### src/rtl/gain_ctl_map.svh
// constants for the gain, mute and channel control port
`ifndef GAIN_CTL_MAP_SVH
`define GAIN_CTL_MAP_SVH
`define DEV_ADDR_BYTE 8'hEC
`define GAIN_MSB 7
`define GAIN_LSB 3
`define MUTE_BIT 2
`define LEFT_EN_BIT 1
`define RIGHT_EN_BIT 0
`define CTRL_RESET 8'h00
`define BIT_CNT_LAST 4'h8
`define BIT_CNT_ZERO 4'h0
`define WAKE_TIME_US 400
`define CLK_MHZ 100
`define WAKE_CYCLES (`WAKE_TIME_US * `CLK_MHZ)
`define MUTE_DB 8'shB4
`endif

### src/rtl/gain_ctl_pkg.sv
// types shared by the control port modules
`default_nettype none
package gain_ctl_pkg;
    typedef enum logic [2:0] {
        ST_IDLE, ST_ADDR, ST_ADDR_ACK, ST_DATA, ST_DATA_ACK, ST_IGNORE
    } bus_state_t;
    typedef logic signed [7:0] gain_db_t;
endpackage : gain_ctl_pkg
`default_nettype wire

### src/rtl/line_sync_if.sv
// carrier for the synchronised bus lines and their edge events
`default_nettype none
interface line_sync_if;
    logic scl;
    logic sda;
    logic scl_rise;
    logic scl_fall;
    logic start_det;
    logic stop_det;
    modport src (output scl, sda, scl_rise, scl_fall, start_det, stop_det);
    modport dst (input scl, sda, scl_rise, scl_fall, start_det, stop_det);
endinterface : line_sync_if
`default_nettype wire

### src/rtl/line_sync.sv
// two-stage synchronisers and edge detection for scl and sda
`default_nettype none
module line_sync (
    input wire logic clk_sys_in,
    input wire logic rstn_in,
    input wire logic scl_in,
    input wire logic sda_in,
    line_sync_if.src lines
);
    logic [1:0] scl_meta_ff; // first stage only feeds second
    logic [1:0] sda_meta_ff;
    logic scl_ff;
    logic sda_ff;
    logic scl_prev_ff;
    logic sda_prev_ff;
    // idle bus lines are high, so reset to one
    always_ff @(posedge clk_sys_in or negedge rstn_in) begin
        if (!rstn_in) begin
            scl_meta_ff <= 2'b11;
            sda_meta_ff <= 2'b11;
            scl_prev_ff <= 1'b1;
            sda_prev_ff <= 1'b1;
        end else begin
            scl_meta_ff <= {scl_meta_ff[0], scl_in};
            sda_meta_ff <= {sda_meta_ff[0], sda_in};
            scl_prev_ff <= scl_ff;
            sda_prev_ff <= sda_ff;
        end
    end
    assign scl_ff = scl_meta_ff[1];
    assign sda_ff = sda_meta_ff[1];
    assign lines.scl = scl_ff;
    assign lines.sda = sda_ff;
    assign lines.scl_rise = scl_ff & ~scl_prev_ff;
    assign lines.scl_fall = ~scl_ff & scl_prev_ff;
    // sda moving while scl stays high marks start or stop
    assign lines.start_det = scl_ff & scl_prev_ff & sda_prev_ff & ~sda_ff;
    assign lines.stop_det = scl_ff & scl_prev_ff & ~sda_prev_ff & sda_ff;
endmodule : line_sync
`default_nettype wire

### src/rtl/gain_mute_ctl.sv
// write-only two-wire control port with gain, mute and channel enables
// Contract
// start condition begins address compare
// respond only to address byte 0xEC
// sample bits on rising scl
// master keeps sda stable while scl high
// drive ack low after matched address
// master abandons transfer on missing ack
// shift data byte into control register
// acknowledge every data byte
// accept further bytes until stop
// stop returns port to idle
// master leaves sda high when idle
// master keeps scl at most 400 kHz
// gain bits 7-3, mute 2, left 1, right 0
// map gain code to decibel table
// both enables clear means shutdown
// wait 400 us wake-up before active
// mute forces gain to mute level
// control register resets to zero
`include "gain_ctl_map.svh"
`default_nettype none
module gain_mute_ctl #(
    parameter int unsigned WAKE_CYCLES = `WAKE_CYCLES
) (
    input wire logic clk_sys_in,
    input wire logic rstn_in,
    input wire logic scl_in,
    input wire logic sda_in,
    output logic sda_out,
    output logic sda_oe_out,
    output logic [7:0] ctrl_reg_out,
    output logic signed [7:0] gain_db_out,
    output logic mute_out,
    output logic left_channel_enable_out,
    output logic right_channel_enable_out,
    output logic shutdown_out,
    output logic outputs_active_out,
    output logic byte_written_out
);
    line_sync_if lines ();
    gain_ctl_pkg::bus_state_t state_ff; // bus sequencer state
    gain_ctl_pkg::bus_state_t nxt_state;
    logic [3:0] bit_cnt_ff; // bits taken in current byte
    logic [3:0] nxt_bit_cnt;
    logic [7:0] shift_ff; // incoming byte, msb first
    logic [7:0] ctrl_ff; // the control register
    logic ack_ff; // sda pulled low for acknowledge
    logic nxt_ack;
    logic addr_match_ff; // latched compare of the address byte
    logic wr_pulse_ff; // one cycle after each load
    logic [16:0] wake_cnt_ff; // wake-up counter, counts up from zero
    logic active_ff;
    gain_ctl_pkg::gain_db_t gain_db_ff;
    logic [7:0] byte_done;
    logic byte_full;
    logic addr_match;
    logic load_ctrl;
    logic all_off;
    logic [4:0] gain_code;
    gain_ctl_pkg::gain_db_t table_db;

    line_sync u_sync (
        .clk_sys_in(clk_sys_in),
        .rstn_in(rstn_in),
        .scl_in(scl_in),
        .sda_in(sda_in),
        .lines(lines)
    );

    // full byte includes the bit sampled on this rising edge
    assign byte_done = {shift_ff[6:0], lines.sda};
    assign byte_full = lines.scl_rise && (bit_cnt_ff == `BIT_CNT_LAST - 4'h1);
    assign addr_match = (byte_done == `DEV_ADDR_BYTE);
    assign load_ctrl = (state_ff == gain_ctl_pkg::ST_DATA)
        && byte_full;

    // sequencer; start and stop win over any bit activity
    always_comb begin
        nxt_state = state_ff;
        nxt_bit_cnt = bit_cnt_ff;
        nxt_ack = ack_ff;
        if (lines.start_det) begin
            nxt_state = gain_ctl_pkg::ST_ADDR;
            nxt_bit_cnt = `BIT_CNT_ZERO;
            nxt_ack = 1'b0;
        end else if (lines.stop_det) begin
            nxt_state = gain_ctl_pkg::ST_IDLE;
            nxt_ack = 1'b0;
        end else begin
            unique case (state_ff)
                gain_ctl_pkg::ST_IDLE, gain_ctl_pkg::ST_IGNORE: begin
                    nxt_ack = 1'b0;
                end
                gain_ctl_pkg::ST_ADDR, gain_ctl_pkg::ST_DATA: begin
                    if (lines.scl_rise) begin
                        nxt_bit_cnt = bit_cnt_ff + 4'h1;
                    end
                    // ack is raised after the eighth falling edge
                    if (lines.scl_fall && bit_cnt_ff == `BIT_CNT_LAST) begin
                        if (state_ff == gain_ctl_pkg::ST_DATA
                            || addr_match_ff) begin
                            nxt_state = (state_ff == gain_ctl_pkg::ST_DATA)
                                ? gain_ctl_pkg::ST_DATA_ACK
                                : gain_ctl_pkg::ST_ADDR_ACK;
                            nxt_ack = 1'b1;
                        end else begin
                            nxt_state = gain_ctl_pkg::ST_IGNORE;
                        end
                    end
                end
                gain_ctl_pkg::ST_ADDR_ACK, gain_ctl_pkg::ST_DATA_ACK: begin
                    // release after the ninth pulse falls
                    if (lines.scl_fall) begin
                        nxt_ack = 1'b0;
                        nxt_bit_cnt = `BIT_CNT_ZERO;
                        nxt_state = gain_ctl_pkg::ST_DATA;
                    end
                end
            endcase
        end
    end

    // sequencer registers; address compare latched at its last bit
    always_ff @(posedge clk_sys_in or negedge rstn_in) begin
        if (!rstn_in) begin
            state_ff <= gain_ctl_pkg::ST_IDLE;
            bit_cnt_ff <= `BIT_CNT_ZERO;
            ack_ff <= 1'b0;
            addr_match_ff <= 1'b0;
        end else begin
            state_ff <= nxt_state;
            bit_cnt_ff <= nxt_bit_cnt;
            ack_ff <= nxt_ack;
            if (state_ff == gain_ctl_pkg::ST_ADDR && byte_full) begin
                addr_match_ff <= addr_match;
            end
        end
    end

    // shifter and control register
    always_ff @(posedge clk_sys_in or negedge rstn_in) begin
        if (!rstn_in) begin
            shift_ff <= `CTRL_RESET;
            ctrl_ff <= `CTRL_RESET;
            wr_pulse_ff <= 1'b0;
        end else begin
            if (lines.scl_rise) begin
                shift_ff <= byte_done;
            end
            if (load_ctrl) begin
                ctrl_ff <= byte_done;
            end
            wr_pulse_ff <= load_ctrl;
        end
    end

    // field split of the control byte
    assign gain_code = ctrl_ff[`GAIN_MSB:`GAIN_LSB];
    assign all_off = ~ctrl_ff[`LEFT_EN_BIT] & ~ctrl_ff[`RIGHT_EN_BIT];

    // gain code to decibels, 00011 taken as -44
    always_comb begin
        unique case (gain_code)
            5'h00: table_db = -8'sd76;
            5'h01: table_db = -8'sd62;
            5'h02: table_db = -8'sd52;
            5'h03: table_db = -8'sd44;
            5'h04: table_db = -8'sd38;
            5'h05: table_db = -8'sd34;
            5'h06: table_db = -8'sd30;
            5'h07: table_db = -8'sd27;
            5'h08: table_db = -8'sd24;
            5'h09: table_db = -8'sd21;
            5'h0A: table_db = -8'sd18;
            5'h0B: table_db = -8'sd16;
            5'h0C: table_db = -8'sd14;
            5'h0D: table_db = -8'sd12;
            5'h0E: table_db = -8'sd10;
            5'h0F: table_db = -8'sd8;
            5'h10: table_db = -8'sd6;
            5'h11: table_db = -8'sd4;
            5'h12: table_db = -8'sd2;
            5'h13: table_db = 8'sd0;
            5'h14: table_db = 8'sd2;
            5'h15: table_db = 8'sd4;
            5'h16: table_db = 8'sd6;
            5'h17: table_db = 8'sd8;
            5'h18: table_db = 8'sd10;
            5'h19: table_db = 8'sd12;
            5'h1A: table_db = 8'sd13;
            5'h1B: table_db = 8'sd14;
            5'h1C: table_db = 8'sd15;
            5'h1D: table_db = 8'sd16;
            5'h1E: table_db = 8'sd17;
            5'h1F: table_db = 8'sd18;
        endcase
    end

    // wake-up timer; restarts whenever shutdown is entered
    always_ff @(posedge clk_sys_in or negedge rstn_in) begin
        if (!rstn_in) begin
            wake_cnt_ff <= 17'h0_0000;
            active_ff <= 1'b0;
            gain_db_ff <= `MUTE_DB;
        end else begin
            gain_db_ff <= ctrl_ff[`MUTE_BIT] ? `MUTE_DB : table_db;
            if (all_off) begin
                wake_cnt_ff <= 17'h0_0000;
                active_ff <= 1'b0;
            end else if (!active_ff) begin
                if (wake_cnt_ff == 17'(WAKE_CYCLES - 1)) begin
                    active_ff <= 1'b1;
                end
                wake_cnt_ff <= wake_cnt_ff + 17'h0_0001;
            end
        end
    end

    // open-drain: drive only a low, only while acknowledging
    assign sda_out = 1'b0;
    assign sda_oe_out = ack_ff;
    assign ctrl_reg_out = ctrl_ff;
    assign gain_db_out = gain_db_ff;
    assign mute_out = ctrl_ff[`MUTE_BIT];
    assign left_channel_enable_out = ctrl_ff[`LEFT_EN_BIT];
    assign right_channel_enable_out = ctrl_ff[`RIGHT_EN_BIT];
    assign shutdown_out = all_off;
    assign outputs_active_out = active_ff;
    assign byte_written_out = wr_pulse_ff;
endmodule : gain_mute_ctl
`default_nettype wire

### config.mk
export PLATFORM = sky130hd
export DESIGN_NAME = gain_mute_ctl
export DESIGN_NICKNAME = d
export VERILOG_FILES = /design/src/rtl/gain_ctl_pkg.sv /design/src/rtl/line_sync_if.sv /design/src/rtl/line_sync.sv /design/src/rtl/gain_mute_ctl.sv
export VERILOG_INCLUDE_DIRS = /design/src /design/src/rtl
export SDC_FILE = /design/constraint.sdc
export NUM_CORES = 1
export LEC_CHECK = 0
export BUFFER_PORTS_ARGS = -buffer_cell sky130_fd_sc_hd__buf_2
export CAP_MARGIN = 20
export CELL_PAD_IN_SITES_DETAIL_PLACEMENT = 1
export CELL_PAD_IN_SITES_GLOBAL_PLACEMENT = 1
export CORE_UTILIZATION = 42
export DETAILED_ROUTE_END_ITERATION = 8
export GPL_TIMING_DRIVEN = 0
export PLACE_DENSITY = 0.73
export SYNTH_ARGS = -nofsm -noshare
export SYNTH_HDL_FRONTEND = slang
export SYNTH_SLANG_ARGS = --single-unit
### constraint.sdc
create_clock -name clk_sys_in -period 1.8 [get_ports clk_sys_in]
set_input_delay 0.54 -clock clk_sys_in [delete_from_list [all_inputs] [get_ports clk_sys_in]]
set_output_delay 0.54 -clock clk_sys_in [all_outputs]
set_load 0.005 [all_outputs]
==> impl_metrics.env, run 1 <==
export IMPL_status="finished, violations left"
export IMPL_failed_checks="setup timing"
export IMPL_place_inst=405
export IMPL_setup_tns_ns=-0.427
export IMPL_r2r_end="ctrl_reg_out[4]"
export IMPL_die_w_um=86.1
export IMPL_placementRows=30
export IMPL_diodes=0
export IMPL_dpl_cell_area_mm2=0.00324
export IMPL_p_leak_nw=1.60
export IMPL_synthesis_area_mm2=0.00297
export IMPL_start_util_pct=43.5
export IMPL_async_flop_share_pct=100
export IMPL_cap_violations=0
export IMPL_port_buffers=26
export IMPL_drive_above_1_share_pct=33.4
export IMPL_finalCritPeriodShare_pct=104
export IMPL_grt_ovfl_total=0
export IMPL_ys_warn_count=0
export IMPL_path_clk_slew_ns=0.07
export IMPL_final_area_mm2=0.00365
export IMPL_cp_arrival_ns=2.09
export IMPL_start_kind="flop"
export IMPL_synth_distinct_cells=48
export IMPL_worstPathMaxFanout=5
export IMPL_placeableCoreArea_mm2=0.00683
export IMPL_die_h_um=86.1
export IMPL_period_needed_ns=1.87
export IMPL_grt_total_usage_pct=21.4
export IMPL_first_pass_iters=4
export IMPL_slew_viol_final=0
export IMPL_via_count=2336
export IMPL_grt_pass1_wl_um=12300
export IMPL_hold_viol=0
export IMPL_syn_avg_cell_area_um2=10.5
export IMPL_synth_seq_cells=57
export IMPL_critPathKind="reg2reg"
export IMPL_vias_per_cell=5.38
export IMPL_ant_nets=0
export IMPL_nets=349
export IMPL_grt_start_max_net_pins=38
export IMPL_clockBufferDepth=2
export IMPL_rsz0062_at_grt="true"
export IMPL_peakVddDrop_uv=427
export IMPL_grt_pass1_vias=2448
export IMPL_io_pins=28
export IMPL_synth_edf_count=0
export IMPL_fin_worst_skew_ns=0.00711
export IMPL_worstSkewPairLatency_ns=0.34
export IMPL_dp_slack_ns=-0.494
export IMPL_gp_congestion=0.850
export IMPL_hold_class="in2async"
export IMPL_finalSetupViolCount=8
export IMPL_die_area_mm2=0.00742
export IMPL_cts_hold_buf=0
export IMPL_wl_um=7210
export IMPL_r2r_slack_ns=-0.07
export IMPL_drc=0
export IMPL_cts_htree_levels=3
export IMPL_grt_antenna_before_repair=0
export IMPL_ff2ff_path_depth=5
export IMPL_syn_num_nets=298
export IMPL_final_cells=434
export IMPL_worst_setup_path_end_kind="flop"
export IMPL_clock_sinks=57
export IMPL_final_util_pct=53.4
export IMPL_hold_ws_ns=0.161
export IMPL_drt_iter0_drc=72
export IMPL_cts_tree="built"
export IMPL_dp_hpwl_um=4470
export IMPL_fmax_ghz=0.535
export IMPL_setup_slack_ns=-0.0700
export IMPL_area_growth_pct=22.7
export IMPL_wl_per_cell_um=16.6
export IMPL_slew_headroom_pct=66.1
export IMPL_seq_area_frac_synth_pct=48.4
export IMPL_powerDensity_mw_per_mm2=881
export IMPL_clock_tree_root_cell="clkbuf_8"
export IMPL_r2r_start="u_sync.scl_meta_ff[1]"
export IMPL_worst_slew_pin_transition_ns=0.509
export IMPL_finalPower_mw=3.21
export IMPL_cts_made_buffers=9
export IMPL_crit_required_ns=2.02
export IMPL_synth_cells=282
export IMPL_synth_flop_cell="dfrtp_1"
cell usage after synthesis (all sizes together) (2+ instances only):
cell	count	area, um^2
a31oi	2	12.5
ha	12	150
dfrtp	47	1180
nor3	8	40.0
nand3b	3	22.5
xnor2	11	96.3
o21ai	14	70.1
nor4	7	58.8
nand3	7	35.0
o22a	2	17.5
buf	6	45.0
xor2	3	26.3
dfstp	10	263
nand4	8	50.1
a21oi	10	50.1
nor2b	4	25.0
a211o	2	17.5
mux2	18	203
or2	3	18.8
nor3b	4	30.0
nor2	27	101
clkbuf	8	30.0
nand2b	6	37.5
nand2	7	26.3
nand4b	4	35.0
a2111oi	2	17.5
inv	15	56.3
a211oi	9	67.6
mux2i	4	40.0
or3	5	36.3
worst max-delay path: stages (launching register included):
cell and delay, ns:
dfstp_2 0.58, nand2b_4 0.06, or3_4 0.39, nor4_4 0.22
buf_6 0.19, mux2_4 0.31
cell families (layout without fill, tap and decap cells):
group,after synthesis,count (layout),synth area share (%)
DFF,57,57,48.4
xor gates and xnor gates,14,14,4.12
AOI/OAI and AO/OA,51,51,11.4
other,1,1,0.126
and+or+nand+nor,96,96,18.3
muxes,22,22,8.16
buffers and inverters,29,85,4.42
adders and majority gates,12,12,5.05
metal layers:
| metal | part of all wire, % | vias to the layer above | global-route usage, % | wire length, um |
|---|---|---|---|---|
| met2 | 49 | 38 | 35.6 | 3560 |
| li1 | - | 1107 | - | - |
| met3 | 2.3 | 11 | 4.04 | 167 |
| met4 | 1.5 | 0 | 8.79 | 106 |
| met5 | 0 | - | 0 | 0 |
| met1 | 47 | 1180 | 27.5 | 3380 |
power by group:
group	internal (mW)	total (mW)	switching [mW]	leakage, nW
registers	1.41	1.54	0.133	0.726
logic	0.227	0.508	0.281	0.771
clock network	0.646	1.16	0.518	0.102
cells in the final DEF (no fill, tap or decap), types with 2 or more instances in the layout:
cell type and count:
buf_2 26, nor3_1 8, xor2_1 3, nor4_1 5
nand3b_1 3, dfrtp_1 44, inv_1 15, clkbuf_1 3
nand4b_1 4, nor2b_1 4, nor2_1 26, buf_4 17
buf_6 3, nand3_1 7, ha_1 11, nand2b_1 5
or2_2 3, a211oi_1 9, nor4_4 2, clkbuf_8 13
or3_1 4, nand4_1 8, nor3b_1 4, mux2_4 8
clkinv_2 2, mux2_2 10, clkbuf_2 3, o22a_1 2
a31oi_1 2, a21oi_1 9, dfrtp_2 3, o21ai_0 13
nand2_1 7, a211o_1 2, dfstp_2 10, xnor2_1 11
mux2i_1 4
how the worst max path moves through the flow:
stage	startpoint	to	cells past startpoint
after floorplan	u_sync.scl_meta_ff[1]	ctrl_reg_out[0]	5
after global placement	u_sync.scl_meta_ff[1]	ctrl_reg_out[2]	5
after detailed placement	u_sync.scl_meta_ff[1]	ctrl_reg_out[2]	5
after CTS	u_sync.scl_meta_ff[1]	ctrl_reg_out[1]	6
after global routing	bit_cnt_ff[0]	ctrl_reg_out[4]	6
final	u_sync.scl_meta_ff[1]	ctrl_reg_out[4]	5
cell type report:
type,instances,area [um^2]
fillers,795,3180
multi-input cells,196,1490
flip-flops and latches,57,1440
repair buffers,42,270
clock buffers,14,183
well taps,96,120
plain buffers,12,75.1
inverters,15,56.3
clock inverters,2,10.0
registers in the layout, summed over array words and instances (netlist names):
name / cells
u_sync.sda_prev_ff: 1
shift_ff: 7
sda_oe_out: 1
outputs_active_out: 1
bit_cnt_ff: 4
u_sync.sda_meta_ff: 2
byte_written_out: 1
ctrl_reg_out: 8
addr_match_ff: 1
wake_cnt_ff: 17
u_sync.scl_meta_ff: 2
gain_db_out: 8
state_ff: 3
u_sync.scl_prev_ff: 1
what timing repair did:
action | in CTS | in global routing
cloned | 1 | 0
resized for setup | 20 | 20
buffers inserted | 6 | 8
endpoints found under the setup margin | 21 | 23
pin swaps | 3 | 5
Note: power is estimated with default switching activity, not from simulation.
==> run 2, diff against run 1 <==
--- a/config.mk
+++ b/config.mk
@@ -10,6 +10,7 @@
 export CAP_MARGIN = 20
 export CELL_PAD_IN_SITES_DETAIL_PLACEMENT = 1
 export CELL_PAD_IN_SITES_GLOBAL_PLACEMENT = 1
+export CORE_ASPECT_RATIO = 0.6
 export CORE_UTILIZATION = 42
 export DETAILED_ROUTE_END_ITERATION = 8
 export GPL_TIMING_DRIVEN = 0
==> impl_metrics.env, run 2 (synthesis results as in run 1) <==
export IMPL_status="finished, violations left"
export IMPL_failed_checks="setup timing"
export IMPL_start_kind="flop"
export IMPL_clock_sinks=57
export IMPL_peakVddDrop_uv=752
export IMPL_final_cells=425
export IMPL_r2r_slack_ns=-0.18
export IMPL_layout_common_cells="dfrtp_1, nor2_1, buf_2, buf_4"
export IMPL_crit_required_ns=2.01
export IMPL_ant_nets=0
export IMPL_hold_class="in2async"
export IMPL_placementRows=23
export IMPL_p_leak_nw=1.64
export IMPL_grt_util_met1_pct=30.6
export IMPL_path_clk_slew_ns=0.05
export IMPL_worstPathMaxFanout=9
export IMPL_drt_iter0_drc=97
export IMPL_io_pins=28
export IMPL_finalCritPeriodShare_pct=110
export IMPL_cp_cell_sequence="nand2b_1, buf_6, or3_4, nor4_4, buf_12, mux2_2"
export IMPL_powerDensity_mw_per_mm2=992
export IMPL_cap_violations=0
export IMPL_slowest_stage="dfstp_2"
export IMPL_dpl_cell_area_mm2=0.00323
export IMPL_hold_viol=0
export IMPL_clock_tree_root_cell="clkbuf_16"
export IMPL_port_buffers=26
export IMPL_critical_path_buf_inv_count=2
export IMPL_die_h_um=67.2
export IMPL_setup_tns_ns=-1.33
export IMPL_slew_headroom_pct=66.6
export IMPL_slew_viol_final=0
export IMPL_finalSetupViolCount=9
export IMPL_top_usage_layer="met2"
export IMPL_critPathMaxStageDelay_ns=0.55
export IMPL_grt_start_max_net_pins=41
export IMPL_die_w_um=111
export IMPL_placeableCoreArea_mm2=0.00676
export IMPL_fmax_ghz=0.505
export IMPL_grt_ovfl_total=0
export IMPL_wl_um=7570
export IMPL_worst_setup_path_end_kind="flop"
export IMPL_via_count=2360
export IMPL_worst_slew_pin_transition_ns=0.501
export IMPL_cts_htree_levels=3
export IMPL_die_area_mm2=0.00743
export IMPL_drc=0
export IMPL_layout_commonest_cell="dfrtp_1"
export IMPL_grt_util_met2_pct=32.3
export IMPL_fin_worst_skew_ns=0.00602
export IMPL_worstSkewPairLatency_ns=0.33
export IMPL_gp_congestion=0.814
export IMPL_critPathKind="reg2reg"
export IMPL_rsz0062_at_grt="true"
export IMPL_cts_made_buffers=9
export IMPL_clockBufferDepth=2
export IMPL_finalPower_mw=3.73
export IMPL_grt_total_usage_pct=22.0
export IMPL_use_met3_pct=6.82
export IMPL_place_inst=396
export IMPL_drive_above_1_share_pct=33.7
export IMPL_vias_per_cell=5.55
export IMPL_dp_hpwl_um=4960
export IMPL_area_growth_pct=26.3
export IMPL_first_pass_iters=4
export IMPL_grt_pass1_wl_um=12300
export IMPL_period_needed_ns=1.98
export IMPL_diodes=0
export IMPL_grt_pass1_vias=2378
export IMPL_setup_slack_ns=-0.179
export IMPL_final_area_mm2=0.00376
export IMPL_wl_per_cell_um=17.8
export IMPL_largest_reg_flops=17
export IMPL_cp_arrival_ns=2.19
export IMPL_regMostFlops="wake_cnt_ff"
export IMPL_cp_top_family="simple AND/OR/NAND/NOR gates"
export IMPL_grt_antenna_before_repair=0
export IMPL_start_util_pct=44.0
export IMPL_nets=349
export IMPL_cts_tree="built"
-- run 2: final cells by class --
| cell class | count | area [um^2] |
|---|---|---|
| Timing Repair Buffer | 41 | 274 |
| Clock buffer | 13 | 250 |
| Fill cell | 735 | 3010 |
| Buffer | 13 | 90.1 |
| Inverter | 15 | 56.3 |
| Clock inverter | 3 | 40.0 |
| Sequential cell | 57 | 1450 |
| Tap cell | 87 | 109 |
| Multi-Input combinational cell | 196 | 1490 |
-- run 2: through the flow --
stage,hold WS (ns),setup WS (ns),util (%)
global placement,0.346,-0.497,47.5
detailed placement,0.351,-0.536,47.8
floorplan,0.244,-0.197,-
global route,0.192,-0.224,55.5
CTS,0.181,-0.292,53.5
finish,0.180,-0.179,55.5
-- run 2: path summary, 6_finish.rpt --
kind | from | to | cells past startpoint
hold / removal | rstn_in | gain_db_out[3] | 1
setup reg to reg | u_sync.scl_meta_ff[1] | ctrl_reg_out[5] | 6
setup / recovery | u_sync.scl_meta_ff[1] | ctrl_reg_out[5] | 6
min in group clk_sys_in | scl_in | u_sync.scl_meta_ff[0] | 1
hold reg to reg | u_sync.sda_meta_ff[0] | u_sync.sda_meta_ff[1] | 0
max in group asynchronous | rstn_in | u_sync.scl_meta_ff[1] | 2
-- run 2: power by group --
group / switching [mW] / total (mW) / leakage, nW / internal, mW
Clock: 0.559 / 1.66 / 0.144 / 1.10
Combinational: 0.287 / 0.510 / 0.776 / 0.223
Sequential: 0.141 / 1.55 / 0.722 / 1.41
Total: 0.988 / 3.73 / 1.64 / 2.74
-- run 2: repair_timing --
action	in CTS	in global routing
gates resized for setup	17	21
setup buffers	4	10
endpoints found under the setup margin	17	24
pin swaps	2	5
hold buffers	0	0
-- run 2: layer usage --
layer	vias to the layer above	share of wire [%]
met3	9	3.8
met5	-	0
li1	1112	-
met2	44	44
met4	0	1.2
met1	1195	51
==> run 3, diff against run 2 <==
--- a/config.mk
+++ b/config.mk
@@ -14,7 +14,8 @@
 export CORE_UTILIZATION = 42
 export DETAILED_ROUTE_END_ITERATION = 8
 export GPL_TIMING_DRIVEN = 0
-export PLACE_DENSITY = 0.73
+export PLACE_DENSITY = 0.71
+export RECOVER_POWER = 100
 export SYNTH_ARGS = -nofsm -noshare
 export SYNTH_HDL_FRONTEND = slang
 export SYNTH_SLANG_ARGS = --single-unit
==> impl_metrics.env, run 3 (synthesis results as in run 1) <==
export IMPL_status="finished, violations left"
export IMPL_failed_checks="setup timing"
export IMPL_pwr_share_comb_pct=13.2
export IMPL_finalPower_mw=3.78
export IMPL_multi_input_comb_area_mm2=0.00146
export IMPL_gp_congestion=0.815
export IMPL_layout_commonest_cell="dfrtp_1"
export IMPL_worst_setup_path_end_kind="flop"
export IMPL_peakVddDrop_uv=652
export IMPL_placeableCoreArea_mm2=0.00676
export IMPL_place_inst=396
export IMPL_cap_violations=0
export IMPL_hold_class="in2reg"
export IMPL_finalCritPeriodShare_pct=101
export IMPL_clock_tree_root_cell="clkbuf_16"
export IMPL_grt_total_usage_pct=21.8
export IMPL_slew_viol_final=0
export IMPL_final_area_mm2=0.00371
export IMPL_nets=348
export IMPL_cp_arrival_ns=2.03
export IMPL_area_growth_pct=24.9
export IMPL_vias_per_cell=5.51
export IMPL_p_int_mw=2.81
export IMPL_slew_headroom_pct=25.1
export IMPL_die_area_mm2=0.00743
export IMPL_crit_required_ns=2.01
export IMPL_p_leak_nw=1.62
export IMPL_fmax_ghz=0.550
export IMPL_cts_htree_levels=3
export IMPL_diodes=0
export IMPL_start_kind="flop"
export IMPL_period_needed_ns=1.82
export IMPL_critPathKind="reg2reg"
export IMPL_hold_ws_ns=0.310
export IMPL_grt_pass1_wl_um=12200
export IMPL_grt_start_max_net_pins=40
export IMPL_dpl_cell_area_mm2=0.00323
export IMPL_dp_slack_ns=-0.510
export IMPL_grt_antenna_before_repair=0
export IMPL_drc=0
export IMPL_start_util_pct=44.0
export IMPL_layout_common_cells="dfrtp_1, buf_2, nor2_1, buf_4, inv_1"
export IMPL_port_buffers=26
export IMPL_cts_tree="built"
export IMPL_clockBufferDepth=2
export IMPL_drive_above_1_share_pct=31.8
export IMPL_io_pins=28
export IMPL_wl_um=7390
export IMPL_drt_iter0_drc=125
export IMPL_die_h_um=67.2
export IMPL_worstSkewPairLatency_ns=0.33
export IMPL_first_pass_iters=4
export IMPL_setup_slack_ns=-0.0190
export IMPL_p_seq_share_pct=40.9
export IMPL_clock_sinks=57
export IMPL_wl_per_cell_um=17.4
export IMPL_powerDensity_mw_per_mm2=1020
export IMPL_fillers=736
export IMPL_grt_ovfl_total=0
export IMPL_worstPathMaxFanout=6
export IMPL_final_cells=424
export IMPL_finalSetupViolCount=8
export IMPL_worst_slew_pin_transition_ns=1.12
export IMPL_grt_pass1_vias=2318
export IMPL_swShare_pct=25.7
export IMPL_die_w_um=111
export IMPL_via_count=2338
export IMPL_placementRows=23
export IMPL_ant_nets=0
export IMPL_fin_worst_skew_ns=0.00562
export IMPL_path_clk_slew_ns=0.05
export IMPL_cts_made_buffers=9
export IMPL_seq_area_mm2=0.00144
export IMPL_regMostFlops="wake_cnt_ff"
export IMPL_dp_hpwl_um=4860
export IMPL_rsz0062_at_grt="true"
export IMPL_hold_viol=0
export IMPL_clockPowerShare_pct=45.9
export IMPL_p_switching_mw=0.971
export IMPL_largest_reg_flops=17
## run 3: critical path: stages (launching register included)
cell      delay (ns)
dfstp_2         0.55
nand2b_1        0.08
or3_4           0.40
nor4_4          0.18
buf_6           0.19
mux2_4          0.30
## run 3: path summary, 6_finish.rpt
check	cells past startpoint	slack (ns)	endpoint	startpoint
max in group asynchronous	2	0.56	gain_db_out[4]	rstn_in
worst min-delay path	1	0.31	u_sync.sda_meta_ff[0]	sda_in
worst max register to register	5	-0.02	ctrl_reg_out[3]	u_sync.scl_meta_ff[1]
worst max-delay path	5	-0.02	ctrl_reg_out[3]	u_sync.scl_meta_ff[1]
worst min register to register	0	0.35	u_sync.scl_meta_ff[1]	u_sync.scl_meta_ff[0]
min in group asynchronous	1	0.41	bit_cnt_ff[0]	rstn_in
## run 3: area by class of cell
type / count / area share, %
Multi-Input combinational cell: 196 / 39.3
Sequential cell: 57 / 38.9
Clock buffer: 14 / 7.38
Timing Repair Buffer: 41 / 6.94
Tap cell: 87 / 2.93
Buffer: 12 / 2.06
Inverter: 15 / 1.52
Clock inverter: 2 / 0.944
## run 3: stage by stage
stage	TNS [ns]	utilization, %
after floorplan	-1.58	-
after global placement	-4.81	47.5
after detailed placement	-5.26	47.8
after CTS	-1.14	54.0
after global routing	-0.668	54.9
final	-0.0764	54.9
## run 3: power by group through the flow
stage / registers, mW / logic [mW] / clock network, mW
2_1_floorplan: 1.50 / 0.355 / 0
3_3_place_gp: 1.53 / 0.450 / 0
3_5_place_dp: 1.54 / 0.492 / 0
4_1_cts: 1.52 / 0.508 / 1.78
5_1_grt: 1.56 / 0.561 / 1.84
6_report: 1.55 / 0.500 / 1.73
## run 3: what timing repair did
item                                    in CTS  in global routing
endpoints found under the setup margin      18                 23
hold buffers                                 0                  0
pin swaps                                    3                  5
setup buffers                                7                  7
resized for setup                           19                 14
## run 3: layer usage
metal	vias to the layer above	global-route usage, %	wire, um
li1	1114	-	-
met1	1173	29.7	3740
met2	45	33.3	3200
met3	6	8.44	391
met4	0	4.50	61
met5	-	0	0
